--- src/aspct_pkg.sv ---
// Shared constants, types and reset values for the converter serial command port
package aspct_pkg;
  localparam int CLK_HZ            = 10_000_000;
  localparam int CLK_NS            = 1_000_000_000 / CLK_HZ;
  localparam int TAU_NS            = CLK_NS;
  localparam int SYNC_LAT_CYC      = 3;
  localparam int SCLK_HIGH_MIN_NS  = 200;
  localparam int SCLK_HIGH_MIN_CYC = (SCLK_HIGH_MIN_NS + CLK_NS - 1) / CLK_NS;
  localparam int SCLK_HALF_CYC     = 4 * SCLK_HIGH_MIN_CYC;
  localparam int READ_REGISTERS_CMD_GAP_TAU      = 50;
  localparam int READ_REGISTERS_CMD_GAP_CYC      = (READ_REGISTERS_CMD_GAP_TAU * TAU_NS + CLK_NS - 1) / CLK_NS;
  localparam int SHORT_GAP_TAU     = 4;
  localparam int SHORT_GAP_CYC     = (SHORT_GAP_TAU * TAU_NS + CLK_NS - 1) / CLK_NS;
  localparam int LONG_GAP_TAU      = 24;
  localparam int LONG_GAP_CYC      = (LONG_GAP_TAU * TAU_NS + CLK_NS - 1) / CLK_NS;
  localparam int CS_HOLD_TAU       = 8;
  localparam int CS_HOLD_CYC       = (CS_HOLD_TAU * TAU_NS + CLK_NS - 1) / CLK_NS;
  localparam int DOUT_HIZ_MIN_TAU  = 6;
  localparam int DOUT_HIZ_MAX_TAU  = 10;
  localparam int DOUT_HIZ_MIN_CYC  = (DOUT_HIZ_MIN_TAU * TAU_NS + CLK_NS - 1) / CLK_NS;
  localparam int DOUT_HIZ_MAX_CYC  = DOUT_HIZ_MAX_TAU * TAU_NS / CLK_NS;
  localparam int DOUT_HIZ_CNT      = (DOUT_HIZ_MIN_CYC + DOUT_HIZ_MAX_CYC) / 2 - SYNC_LAT_CYC - 1;
  localparam int INVALID_TAU       = 16;
  localparam int INVALID_CYC       = (INVALID_TAU * TAU_NS + CLK_NS - 1) / CLK_NS;
  localparam int PAT_LOW_MIN_TAU   = 5;
  localparam int PAT1_MIN_TAU      = 300;
  localparam int PAT1_MAX_TAU      = 500;
  localparam int PAT2_MIN_TAU      = 550;
  localparam int PAT2_MAX_TAU      = 750;
  localparam int PAT3_MIN_TAU      = 1050;
  localparam int PAT3_MAX_TAU      = 1250;
  localparam int PAT1_GEN_CYC      = (PAT1_MIN_TAU + PAT1_MAX_TAU) / 2;
  localparam int PAT2_GEN_CYC      = (PAT2_MIN_TAU + PAT2_MAX_TAU) / 2;
  localparam int PAT3_GEN_CYC      = (PAT3_MIN_TAU + PAT3_MAX_TAU) / 2;
  localparam int PAT_LOW_GEN_CYC   = 2 * PAT_LOW_MIN_TAU;
  localparam int CNT_W             = 11;

  typedef logic [CNT_W-1:0] aspct_cnt_t;
  typedef logic [7:0]       aspct_byte_t;

  typedef enum logic [2:0] {
    KIND_SHORT   = 3'h0,
    KIND_READ_REGISTERS_CMD    = 3'h1,
    KIND_LONG    = 3'h2,
    KIND_RESULT_AVAILABLE_N    = 3'h3,
    KIND_PATTERN = 3'h4
  } aspct_kind_e;

  typedef enum logic [2:0] {
    H_IDLE   = 3'h0,
    H_BIT_HI = 3'h1,
    H_BIT_LO = 3'h2,
    H_GAP    = 3'h3,
    H_PAT_HI = 3'h4,
    H_PAT_LO = 3'h5
  } aspct_hst_e;

  typedef struct packed {
    aspct_byte_t rx_sh;
    logic [2:0]  rx_cnt;
    aspct_byte_t tx_sh;
    aspct_byte_t rx_byte;
    logic        rx_valid;
    logic        dout;
    logic        dout_oe_n;
    logic        hiz_run;
    logic [3:0]  hiz_cnt;
    logic        sclk_d;
    aspct_cnt_t  hi_cnt;
    aspct_cnt_t  lo_cnt;
    logic [1:0]  pat_stage;
    logic        pat_reset;
    logic [4:0]  inv_cnt;
    logic        result_available_n_n;
    logic [7:0]  div_cnt;
    logic        clk_tog;
    logic        gpio_o;
    logic        gpio_oe_n;
    logic        gpio_rd;
  } aspct_dev_s;

  localparam aspct_dev_s DEV_RST = '{dout_oe_n: 1'h1, result_available_n_n: 1'h1, gpio_oe_n: 1'h1,
                                     default: '0};

  typedef struct packed {
    aspct_hst_e  st;
    aspct_cnt_t  cnt;
    logic [2:0]  bit_cnt;
    logic [1:0]  pat_idx;
    aspct_byte_t tx_sh;
    aspct_byte_t rx_sh;
    aspct_byte_t rx_byte;
    logic        rx_valid;
    aspct_kind_e kind;
    logic        last;
    logic        cs_n;
    logic        sclk;
    logic        din;
    logic        apd_n;
    logic        rst_n;
    logic        ready;
    logic        data_ready;
  } aspct_host_s;

  localparam aspct_host_s HOST_RST = '{st: H_IDLE, kind: KIND_SHORT, cs_n: 1'h1, apd_n: 1'h1,
                                       rst_n: 1'h1, ready: 1'h1, default: '0};
endpackage : aspct_pkg

--- src/aspct_if.sv ---
// Serial command port wires between converter and host
`timescale 1ns/1ns
interface aspct_if;
  logic cs_n;
  logic sclk;
  logic din;
  logic dout;
  logic dout_oe_n;
  logic dout_line;
  logic result_available_n;
  logic align_powerdown_n;
  logic hard_reset_n;

  // Released output reads high, as with a pull-up
  assign dout_line = dout_oe_n ? 1'h1 : dout;

  modport device (
    input  cs_n, sclk, din, align_powerdown_n, hard_reset_n,
    output dout, dout_oe_n, result_available_n
  );
  modport host (
    output cs_n, sclk, din, align_powerdown_n, hard_reset_n,
    input  dout_line, result_available_n
  );
endinterface : aspct_if

--- src/aspct_device.sv ---
// Converter end of the serial command port, timed in master clock periods
// Summary of operation
// - Host never holds clock high nine data periods outside the reset pattern
// - Input bit sampled on serial clock falling edge
// - Read-registers readback waits fifty master clocks
// - New output bit after each rising edge
// - Output released six to ten clocks after fall
// - Output released at once when select rises
// - Select held low eight clocks after fall
// - Four clocks between short commands
// - Twenty-four clocks after continuous-read or sync commands
// - Sync/powerdown and reset inputs are active low
// - Data-ready output low means new result
// - Gpio zero pin shared with clock output
// - Three-pulse serial clock pattern resets device
// - Result invalid sixteen clocks while updating
`timescale 1ns/1ns
module aspct_device #(
  parameter int CLKOUT_HALF_CYC = 1
) (
  // Clock and reset
  input  wire logic        clk_in,
  input  wire logic        rst_in,
  // Serial port pins
  aspct_if.device          port,
  // Result and readback data
  input  wire logic        result_strobe_in,
  input  aspct_pkg::aspct_byte_t tx_byte_in,
  output aspct_pkg::aspct_byte_t rx_byte_out,
  output logic             rx_valid_out,
  output logic             pattern_reset_out,
  // Shared gpio0 / clock output pin
  input  wire logic        clkout_enable_in,
  input  wire logic        gpio0_drive_in,
  input  wire logic        gpio0_value_in,
  input  wire logic        gpio0_clock_out_in,
  output logic             gpio0_clock_out_out,
  output logic             gpio0_clock_out_oe_n_out,
  output logic             gpio0_read_out
);
  import aspct_pkg::*;

  aspct_dev_s s_r;
  aspct_dev_s s_nxt;
  logic [5:0] sync_w;
  logic       sy_cs_n;
  logic       sy_sclk;
  logic       sy_din;
  logic       sy_apd_n;
  logic       sy_rst_n;
  logic       sy_gpio;
  logic       sclk_rise;
  logic       sclk_fall;

  function automatic logic in_win(input aspct_cnt_t c, input int lo, input int hi);
    in_win = (c >= aspct_cnt_t'(lo)) && (c <= aspct_cnt_t'(hi));
  endfunction : in_win

  // All pins from the host cross through the same depth, so data stays aligned to clock
  aspct_sync #(
    .W (6)
  ) u_sync (
    .clk_in   (clk_in),
    .rst_in   (rst_in),
    .async_in ({port.cs_n, port.sclk, port.din, port.align_powerdown_n,
                port.hard_reset_n, gpio0_clock_out_in}),
    .sync_out (sync_w)
  );

  assign sy_cs_n   = sync_w[5];
  assign sy_sclk   = sync_w[4];
  assign sy_din    = sync_w[3];
  assign sy_apd_n  = sync_w[2];
  assign sy_rst_n  = sync_w[1];
  assign sy_gpio   = sync_w[0];
  assign sclk_rise = sy_sclk & ~s_r.sclk_d;
  assign sclk_fall = ~sy_sclk & s_r.sclk_d;

  always_comb begin
    s_nxt           = s_r;
    s_nxt.rx_valid  = 1'h0;
    s_nxt.pat_reset = 1'h0;
    s_nxt.sclk_d    = sy_sclk;
    s_nxt.gpio_rd   = sy_gpio;

    // Serial shifting; select high idles the port
    if (sy_cs_n) begin
      s_nxt.dout_oe_n = 1'h1;
      s_nxt.hiz_run   = 1'h0;
      s_nxt.rx_cnt    = 3'h0;
      s_nxt.tx_sh     = tx_byte_in;
    end else begin
      if (sclk_rise) begin
        s_nxt.dout      = s_r.tx_sh[7];
        s_nxt.tx_sh     = {s_r.tx_sh[6:0], 1'h0};
        s_nxt.dout_oe_n = 1'h0;
        s_nxt.hiz_run   = 1'h0;
      end
      if (sclk_fall) begin
        s_nxt.rx_sh   = {s_r.rx_sh[6:0], sy_din};
        s_nxt.rx_cnt  = s_r.rx_cnt + 3'h1;
        s_nxt.hiz_run = 1'h1;
        s_nxt.hiz_cnt = 4'h0;
        if (s_r.rx_cnt == 3'h7) begin
          s_nxt.rx_byte  = {s_r.rx_sh[6:0], sy_din};
          s_nxt.rx_valid = 1'h1;
          s_nxt.tx_sh    = tx_byte_in;
        end
      end else if (s_r.hiz_run) begin
        // Counted from the detected edge; sync delay makes up the rest of the window
        s_nxt.hiz_cnt = s_r.hiz_cnt + 4'h1;
        if (s_r.hiz_cnt == 4'(DOUT_HIZ_CNT - 1)) begin
          s_nxt.dout_oe_n = 1'h1;
          s_nxt.hiz_run   = 1'h0;
        end
      end
    end

    // Clock pattern reset detector, independent of select
    if (sclk_rise) begin
      s_nxt.hi_cnt = aspct_cnt_t'(1);
      if (s_r.lo_cnt < aspct_cnt_t'(PAT_LOW_MIN_TAU)) begin
        s_nxt.pat_stage = 2'h0;
      end
    end else if (sy_sclk && s_r.hi_cnt != '1) begin
      s_nxt.hi_cnt = s_r.hi_cnt + aspct_cnt_t'(1);
    end
    if (sclk_fall) begin
      s_nxt.lo_cnt = aspct_cnt_t'(1);
      case (s_r.pat_stage)
        2'h0: begin
          s_nxt.pat_stage = in_win(s_r.hi_cnt, PAT1_MIN_TAU, PAT1_MAX_TAU) ? 2'h1 : 2'h0;
        end
        2'h1: begin
          if (in_win(s_r.hi_cnt, PAT2_MIN_TAU, PAT2_MAX_TAU)) begin
            s_nxt.pat_stage = 2'h2;
          end else begin
            s_nxt.pat_stage = in_win(s_r.hi_cnt, PAT1_MIN_TAU, PAT1_MAX_TAU) ? 2'h1 : 2'h0;
          end
        end
        2'h2: begin
          s_nxt.pat_stage = 2'h0;
          s_nxt.pat_reset = in_win(s_r.hi_cnt, PAT3_MIN_TAU, PAT3_MAX_TAU);
        end
        default: begin
          s_nxt.pat_stage = 2'h0;
        end
      endcase
    end else if (!sy_sclk && s_r.lo_cnt != '1) begin
      s_nxt.lo_cnt = s_r.lo_cnt + aspct_cnt_t'(1);
    end

    // Result update window; powerdown low holds the result off
    if (!sy_apd_n) begin
      s_nxt.result_available_n_n  = 1'h1;
      s_nxt.inv_cnt = 5'h0;
    end else if (result_strobe_in) begin
      s_nxt.result_available_n_n  = 1'h1;
      s_nxt.inv_cnt = 5'(INVALID_CYC);
    end else if (s_r.inv_cnt != 5'h0) begin
      s_nxt.inv_cnt = s_r.inv_cnt - 5'h1;
      if (s_r.inv_cnt == 5'h1) begin
        s_nxt.result_available_n_n = 1'h0;
      end
    end

    // Clock output divider runs only while clkout_enable_in is high, to save toggling
    if (clkout_enable_in) begin
      if (s_r.div_cnt >= 8'(CLKOUT_HALF_CYC - 1)) begin
        s_nxt.div_cnt = 8'h0;
        s_nxt.clk_tog = ~s_r.clk_tog;
      end else begin
        s_nxt.div_cnt = s_r.div_cnt + 8'h1;
      end
      s_nxt.gpio_o    = s_r.clk_tog;
      s_nxt.gpio_oe_n = 1'h0;
    end else begin
      s_nxt.div_cnt   = 8'h0;
      s_nxt.clk_tog   = 1'h0;
      s_nxt.gpio_o    = gpio0_value_in;
      s_nxt.gpio_oe_n = ~gpio0_drive_in;
    end

    // Reset pin low or a detected pattern restarts the port logic
    if (!sy_rst_n || s_r.pat_reset) begin
      s_nxt           = DEV_RST;
      s_nxt.sclk_d    = sy_sclk;
      s_nxt.gpio_rd   = sy_gpio;
      s_nxt.pat_reset = 1'h0;
      // Line is released anyway; holding the bit keeps the data register from glitching
      s_nxt.dout      = s_r.dout;
      s_nxt.gpio_o    = gpio0_value_in;
      s_nxt.gpio_oe_n = ~gpio0_drive_in;
    end
  end

  always_ff @(posedge clk_in or posedge rst_in) begin
    if (rst_in) begin
      s_r <= DEV_RST;
    end else begin
      s_r <= s_nxt;
    end
  end

  assign port.dout               = s_r.dout;
  assign port.dout_oe_n          = s_r.dout_oe_n;
  assign port.result_available_n = s_r.result_available_n_n;
  assign rx_byte_out             = s_r.rx_byte;
  assign rx_valid_out            = s_r.rx_valid;
  assign pattern_reset_out       = s_r.pat_reset;
  assign gpio0_clock_out_out     = s_r.gpio_o;
  assign gpio0_clock_out_oe_n_out = s_r.gpio_oe_n;
  assign gpio0_read_out          = s_r.gpio_rd;
endmodule : aspct_device

--- src/aspct_sync.sv ---
// Three-flop input synchroniser with second/third agreement filter
`timescale 1ns/1ns
module aspct_sync #(
  parameter int W = 1
) (
  // Clock and reset
  input  wire logic         clk_in,
  input  wire logic         rst_in,
  // Async inputs and filtered outputs
  input  wire logic [W-1:0] async_in,
  output logic      [W-1:0] sync_out
);
  import aspct_pkg::*;

  typedef struct packed {
    logic [W-1:0] ff1;
    logic [W-1:0] ff2;
    logic [W-1:0] ff3;
    logic [W-1:0] val;
  } aspct_sync_s;

  aspct_sync_s s_r;
  aspct_sync_s s_nxt;

  always_comb begin
    s_nxt     = s_r;
    s_nxt.ff1 = async_in;
    s_nxt.ff2 = s_r.ff1;
    s_nxt.ff3 = s_r.ff2;
    // First flop feeds only the second; agreement masks a metastable bit
    for (int i = 0; i < W; i++) begin
      if (s_r.ff2[i] == s_r.ff3[i]) begin
        s_nxt.val[i] = s_r.ff3[i];
      end
    end
  end

  always_ff @(posedge clk_in or posedge rst_in) begin
    if (rst_in) begin
      s_r <= '0;
    end else begin
      s_r <= s_nxt;
    end
  end

  assign sync_out = s_r.val;
endmodule : aspct_sync

--- src/flat_wrapper.sv ---
// flat-port wrapper written by rule: the top's interface ports become plain ports
module aspct_device_flat import aspct_pkg::*;
#(
  parameter int CLKOUT_HALF_CYC = 1
)
  (clk_in, rst_in, result_strobe_in, tx_byte_in, rx_byte_out, rx_valid_out, pattern_reset_out, clkout_enable_in, gpio0_drive_in, gpio0_value_in, gpio0_clock_out_in, gpio0_clock_out_out, gpio0_clock_out_oe_n_out, gpio0_read_out, port_cs_n, port_sclk, port_din, port_align_powerdown_n, port_hard_reset_n, port_dout, port_dout_oe_n, port_result_available_n);
  aspct_if port_i ();
  input  wire logic clk_in;
  input  wire logic rst_in;
  input  wire logic result_strobe_in;
  input  aspct_pkg::aspct_byte_t tx_byte_in;
  output aspct_pkg::aspct_byte_t rx_byte_out;
  output logic rx_valid_out;
  output logic pattern_reset_out;
  input  wire logic clkout_enable_in;
  input  wire logic gpio0_drive_in;
  input  wire logic gpio0_value_in;
  input  wire logic gpio0_clock_out_in;
  output logic gpio0_clock_out_out;
  output logic gpio0_clock_out_oe_n_out;
  output logic gpio0_read_out;
  input wire logic [$bits(port_i.cs_n)-1:0] port_cs_n;
  input wire logic [$bits(port_i.sclk)-1:0] port_sclk;
  input wire logic [$bits(port_i.din)-1:0] port_din;
  input wire logic [$bits(port_i.align_powerdown_n)-1:0] port_align_powerdown_n;
  input wire logic [$bits(port_i.hard_reset_n)-1:0] port_hard_reset_n;
  output wire logic [$bits(port_i.dout)-1:0] port_dout;
  output wire logic [$bits(port_i.dout_oe_n)-1:0] port_dout_oe_n;
  output wire logic [$bits(port_i.result_available_n)-1:0] port_result_available_n;
  assign port_i.cs_n = port_cs_n;
  assign port_i.sclk = port_sclk;
  assign port_i.din = port_din;
  assign port_i.align_powerdown_n = port_align_powerdown_n;
  assign port_i.hard_reset_n = port_hard_reset_n;
  assign port_dout = port_i.dout;
  assign port_dout_oe_n = port_i.dout_oe_n;
  assign port_result_available_n = port_i.result_available_n;
  aspct_device #(.CLKOUT_HALF_CYC(CLKOUT_HALF_CYC)) u_core (.clk_in(clk_in), .rst_in(rst_in), .port(port_i), .result_strobe_in(result_strobe_in), .tx_byte_in(tx_byte_in), .rx_byte_out(rx_byte_out), .rx_valid_out(rx_valid_out), .pattern_reset_out(pattern_reset_out), .clkout_enable_in(clkout_enable_in), .gpio0_drive_in(gpio0_drive_in), .gpio0_value_in(gpio0_value_in), .gpio0_clock_out_in(gpio0_clock_out_in), .gpio0_clock_out_out(gpio0_clock_out_out), .gpio0_clock_out_oe_n_out(gpio0_clock_out_oe_n_out), .gpio0_read_out(gpio0_read_out));
endmodule
--- config.mk ---
export PLATFORM = sky130hd
export DESIGN_NAME = aspct_device_flat
export DESIGN_NICKNAME = d
export VERILOG_FILES = /design/src/aspct_pkg.sv /design/src/aspct_if.sv /design/src/aspct_device.sv /design/src/aspct_sync.sv /design/src/flat_wrapper.sv
export SDC_FILE = /design/constraint.sdc
export NUM_CORES = 1
export LEC_CHECK = 0
export ABC_AREA = 1
export BUFFER_PORTS_ARGS = -buffer_cell sky130_fd_sc_hd__buf_4
export CORE_AREA = 8 8 192 103
export DETAILED_ROUTE_END_ITERATION = 10
export DIE_AREA = 0 0 200 111
export SLEW_MARGIN = 20
export SYNTH_ARGS = -nofsm -noshare
export SYNTH_HDL_FRONTEND = slang
export SYNTH_HIERARCHICAL = 1
export SYNTH_SLANG_ARGS = --single-unit
--- constraint.sdc ---
create_clock -name clk_in -period 2.9 [get_ports clk_in]
set_clock_uncertainty 0.05 [all_clocks]
set_input_delay 0.58 -clock clk_in [delete_from_list [all_inputs] [get_ports clk_in]]
set_output_delay 0.58 -clock clk_in [all_outputs]
set_load 0.05 [all_outputs]
==> After elaboration in Yosys (flattened, before gate mapping) <==
Index checks and enable logic that the tools add are counted.
{ "word_totals": {"reg_bits": 102, "elab_cells": 125} }
{ "op_classes": {"addsub": 6, "order_cmp": 8, "eq_ne": 17, "mux": 32, "bitwise": 8, "n_reduce_logical": 24} }
{ "ops": {"columns": ["operator", "n"], "rows": [
  ["78-bit 2-to-1 mux", 1],
  ["11-bit 2-to-1 mux", 6],
  ["27-bit 2-to-1 mux", 1],
  ["6-bit 2-to-1 mux", 4],
  ["11-bit by 1-bit adder with 11-bit output, second input constant", 2],
  ["11-bit != test, second input constant", 2],
  ["3-bit nonzero test", 6],
  ["17-bit 2-to-1 mux", 1],
  ["8-bit 2-to-1 mux", 2],
  ["11-bit by 10-bit greater-or-equal comparator with 1-bit output, second input constant", 1],
  ["11-bit greater-or-equal comparator, second input constant", 1],
  ["11-bit by 9-bit greater-or-equal comparator with 1-bit output, second input constant", 1],
  ["11-bit by 10-bit <= comparator with 1-bit output, second input constant", 1],
  ["11-bit <= comparator, second input constant", 1],
  ["11-bit by 9-bit <= comparator with 1-bit output, second input constant", 1],
  ["11-bit by 3-bit less-than comparator with 1-bit output, second input constant", 1],
  ["10-bit 2-to-1 mux", 1],
  ["2-bit 2-to-1 mux", 5],
  ["8-bit by 1-bit adder with 8-bit output, second input constant", 1],
  ["8-bit by 1-bit greater-or-equal comparator with 1-bit output, second input constant", 1],
  ["4-bit by 2-bit != test with 1-bit output, second input constant", 2],
  ["2-bit AND reduction", 4],
  ["7-bit 2-to-1 mux", 1],
  ["1-bit == test", 6],
  ["24 further kinds", 42]
]} }

==> Depth between registers and ports, before layout <==
{ "logic_depth": {"ltp_word": 8, "ltp_mapped": 10, "depth_no_buf": 9} }

==> Modules after synthesis <==
The synthesis kept the hierarchy.
{ "by_module_without_submodules": {"columns": ["module", "n_inst", "cells_each", "area_each_um2", "seq_area_each_um2"], "rows": [
  ["aspct_device", 1, 470, 3769.9, 1755.4],
  ["aspct_sync", 1, 55, 747.0, 600.6]
]} }

==> Least setup slack after synthesis <==
No wires, ideal clock.
{ "synth_path": {"path_type": "reg-to-reg", "start": "register u_core.u_sync.s_r (netlist bit u_core/u_sync/sync_out[4])", "end": "register u_core/s_r[67] (netlist bit)", "t_arrival_ns": 1.643, "required_time_ns": 2.751, "setup_slack_ns": 1.108, "path_stages_with_launch": 10, "cell_sequence": "dfrtp_1 > buf_4 > clkinv_1 > ha_1 > nand2_1 > inv_1 > nor2_1 > buf_4 > nor2_1 > a311oi_1"} }
{ "synth_lines": {"columns": ["item", "line", "source"], "rows": [
  ["from (decl)", "aspct_sync.sv:22", "aspct_sync_s s_r;"],
  ["from (signal assigned)", "aspct_sync.sv:42", "s_r <= s_nxt;"],
  ["to (signal assigned)", "aspct_device.sv:201", "s_r <= s_nxt;"],
  ["to (decl)", "aspct_device.sv:43", "aspct_dev_s s_r;"]
]} }

==> Worst setup path after layout <==
{ "layout_path": {"start": "register u_core.u_sync.s_r (netlist bit u_core/u_sync/sync_out[4])", "end": "register u_core/s_r[24] (netlist bit)"} }
{ "layout_via": {"elab_chain_cells": 4, "word_cells_on_any_way": 7, "classes_between": "mux: 2; bitwise: 2; reduce/logical: 3"} }
{ "layout_lines": {"columns": ["item", "line", "source"], "rows": [
  ["1-bit inverter", "aspct_device.sv:77", "assign sclk_fall = ~sy_sclk & s_r.sclk_d;"],
  ["1-bit AND", "aspct_device.sv:77", null],
  ["11-bit 2-to-1 mux", "aspct_device.sv:128", "if (sclk_fall) begin"],
  ["78-bit 2-to-1 mux", "aspct_device.sv:185", "if (!sy_rst_n || s_r.pat_reset) begin"]
]} }
Several ways; a longest one is shown, not always the timed one.
A chain may end at the register's enable or synchronous reset.

==> qor.csv <==
metric,value,unit
Synth async-reset ratio,1.00,
outcome,finished clean,
min Tclk post-route,2.13,ns
#FFs+latches synth,94,
GP Congestion,0.944,
CTS H-tree depth,3,
Skew-Pair Late Insertion Delay,0.35,ns
Area Growth Syn to Fin,16.0,%
clock buffers created by TritonCTS,9,
power per cell area,570,nW/um^2
initial core utilization,0.266,
Cells after Synth,525,
CP required,3.07,ns
I/O Buffers,35,
Critical Path Max Stage Delay,0.47,ns
clock-pin slew on the worst setup and hold paths,0.07,ns
Routed WL per cell,13.7,um
post-synthesis sequential area ratio,0.522,
Post-DRT Antenna Nets,0,
compound-gate portion of the synthesized area,0.112,
max-slew violation count,0,
WL final,10800,um
Syn Area/Cell,8.60,um^2
share of post-route cells with drive strength above 1,0.142,
synth unique cells,38,
Setup Buffers After CTS,0,
initial antenna violation count,0,
CP Launch Type,register,
Antenna diodes,0,
Die Wd,200,um
final hold vios,0,
fill count,1792,
crit path DAT,2.31,ns
largest family of logic cells by synthesized area,simple AND/OR/NAND/NOR gates,
Die H,111,um
slew margin rel.,0.658,
CTS tree,done,
Pleak,2.43,nW
CP max FO,8,
R2R Path Start,u_core/u_sync/sync_out[4],
final setup vio count,0,
Mapped Nets,555,
slew of the pin with the lowest slew margin,0.512,ns
TritonCTS sink count,94,
drt pass-1 iters,5,
Final HPWL DP,7830,um
dominant synthesized flop cell,dfrtp_1,
"commonest non-fill, non-tap cell in the layout",nand2_1,
Buf/Inv on CP,3,
dpl ws,0.837,ns
drc violations,0,
FP Rows,34,
largest net degree at the start of global routing,71,
CORE AREA,17000,um^2
nets@finish,581,
fmax,469,MHz
gr usage total,0.0990,
CP cell instances,clkinv_1 > ha_1 > inv_2 > nand2_2 > inv_1 > nand2_2 > nand2_1 > o21ai_0,
Post-CTS Hold Buffers,0,
"commonest cells after routing, fill and taps aside","nand2_1 (113), dfrtp_1 (91), inv_1 (65)",
hold slack,0.247,ns
total number of yosys warnings,6,
Max Cap Viol,0,
cell area after synthesis,4520,um^2
adder-cell share of the synthesized area,0.0277,
first-pass GRT wire length,17600,um
root buffer cell,clkbuf_16,
Vias per Instance,4.53,
fin crit share,0.736,
most frequent CP cell,nand2_2,
post-synthesis xor/xnor area fraction,0.00582,
critical path type,reg -> reg,
RSZ-0062 raised after global routing,no,
Final Util,0.309,
Final WS setup,0.767,ns
post_cts resized,0,
GRT Residual Overflow,0,
final total power,2.98,mW
multiplexer area fraction after synthesis,0.00249,
class of the worst hold path,in -> async,
Vias,3580,
IO Pins,36,
crit path capture type,register,
setup TNS,0,ns
CP top delay family,buffers and inverters,
die footprint,22200,um^2
1st-iter DRT viols,394,
Post-Synth Simple-Gate Area,0.231,
CP Launch Point,u_core/u_sync/sync_out[4],
vias in the first global route,3217,
number of flops mapped to enable cells by yosys,0,
Clock Tree Buf Depth,2,
Peak VDD IR,0.000308,V
Worst path slowest cell,dfrtp_1,
-- stage by stage --
step / cell area (um^2) / std cells
finish: 5240 / 790
global route: 5240 / 790
CTS: 5240 / 790
detailed placement: 4940 / 774
global placement: 4940 / 774
floorplan: 4520 / 525
-- layer usage --
metal	wire length, um	track usage	part of all wire
met5	0	0	0
met4	104	0.0249	0.0096
met3	961	0.0324	0.089
met2	3730	0.110	0.35
met1	6000	0.166	0.56
-- sequential cells by signal (all words and copies together), names as in the netlist --
signal,cells
u_core/gpio0_read_out,1
u_core/gpio0_clock_out_out,1
u_core/port.result_available_n,1
u_core/port.dout_oe_n,1
u_core/u_sync/sync_out,6
u_core/u_sync/s_r,6
u_core/s_r,54
u_core/gpio0_clock_out_oe_n_out,1
u_core/rx_byte_out,8
u_core/rx_valid_out,1
u_core/port.dout,1
u_core/pattern_reset_out,1
u_core/u_sync/s_nxt,12
-- area by class of cell --
type	count	area [um^2]	share of cell area
clock buffer	11	233	0.0444
timing repair buffer	39	305	0.0583
tap	234	293	0.0559
clock inverter	5	63.8	0.0122
sequential	94	2360	0.450
multi-input combinational	334	1710	0.326
inverter	73	280	0.0535
-- Yosys cell counts, types with 3 or more instances --
cell	number	area share
o22ai_1	7	0.0097
a21oi_1	23	0.025
a31oi_1	6	0.0083
xor2_1	3	0.0058
inv_2	4	0.0033
nor3_1	12	0.013
nand2_2	4	0.0055
clkbuf_1	3	0.0025
dfstp_2	3	0.017
o21ai_1	3	0.0033
o31ai_1	5	0.0083
dfrtp_1	91	0.50
nand2_1	113	0.094
o21ai_0	33	0.037
buf_2	4	0.0044
o21ai_2	3	0.0058
nand4_1	18	0.025
inv_1	66	0.055
nand3_1	35	0.039
nor2_1	39	0.032
ha_1	10	0.028
nor2_2	3	0.0042
a211oi_1	4	0.0066
buf_4	16	0.027
-- worst paths after layout --
check                                            endpoint  slack, ns  cells after the start
setup / recovery                           u_core/s_r[24]       0.77                      8
hold / removal                      u_core/gpio0_read_out       0.25                      3
setup reg to reg                           u_core/s_r[24]       0.77                      8
hold reg to reg                    u_core/u_sync/s_nxt[9]       0.30                      0
max in group asynchronous  u_core/port.result_available_n       2.17                      3
min in group clk_in               u_core/u_sync/s_nxt[14]       0.28                      1
-- worst reg2reg max path: stages (launching register included) --
cell and delay (ns):
dfrtp_1 0.47, clkinv_1 0.29, ha_1 0.37, inv_2 0.16, nand2_2 0.15, inv_1 0.17
nand2_2 0.14, nand2_1 0.11, o21ai_0 0.08
-- power by group --
group / internal, mW / leakage [nW] / switching [mW]
clock: 0.679 / 0.141 / 0.519
combinational: 0.104 / 1.06 / 0.241
sequential: 1.38 / 1.23 / 0.0616
-- cell families (layout without fill, tap and decap cells) --
kind of cell,count (synthesis),count (layout)
AO/OA/AOI/OAI,88,88
AND/OR/NAND/NOR,232,232
flip-flops,94,94
XOR/XNOR,3,3
adder cells (fa/ha/maj),10,10
buffers and inverters,97,128
multiplexers,1,1
Note: power is estimated with default switching activity, not from simulation.
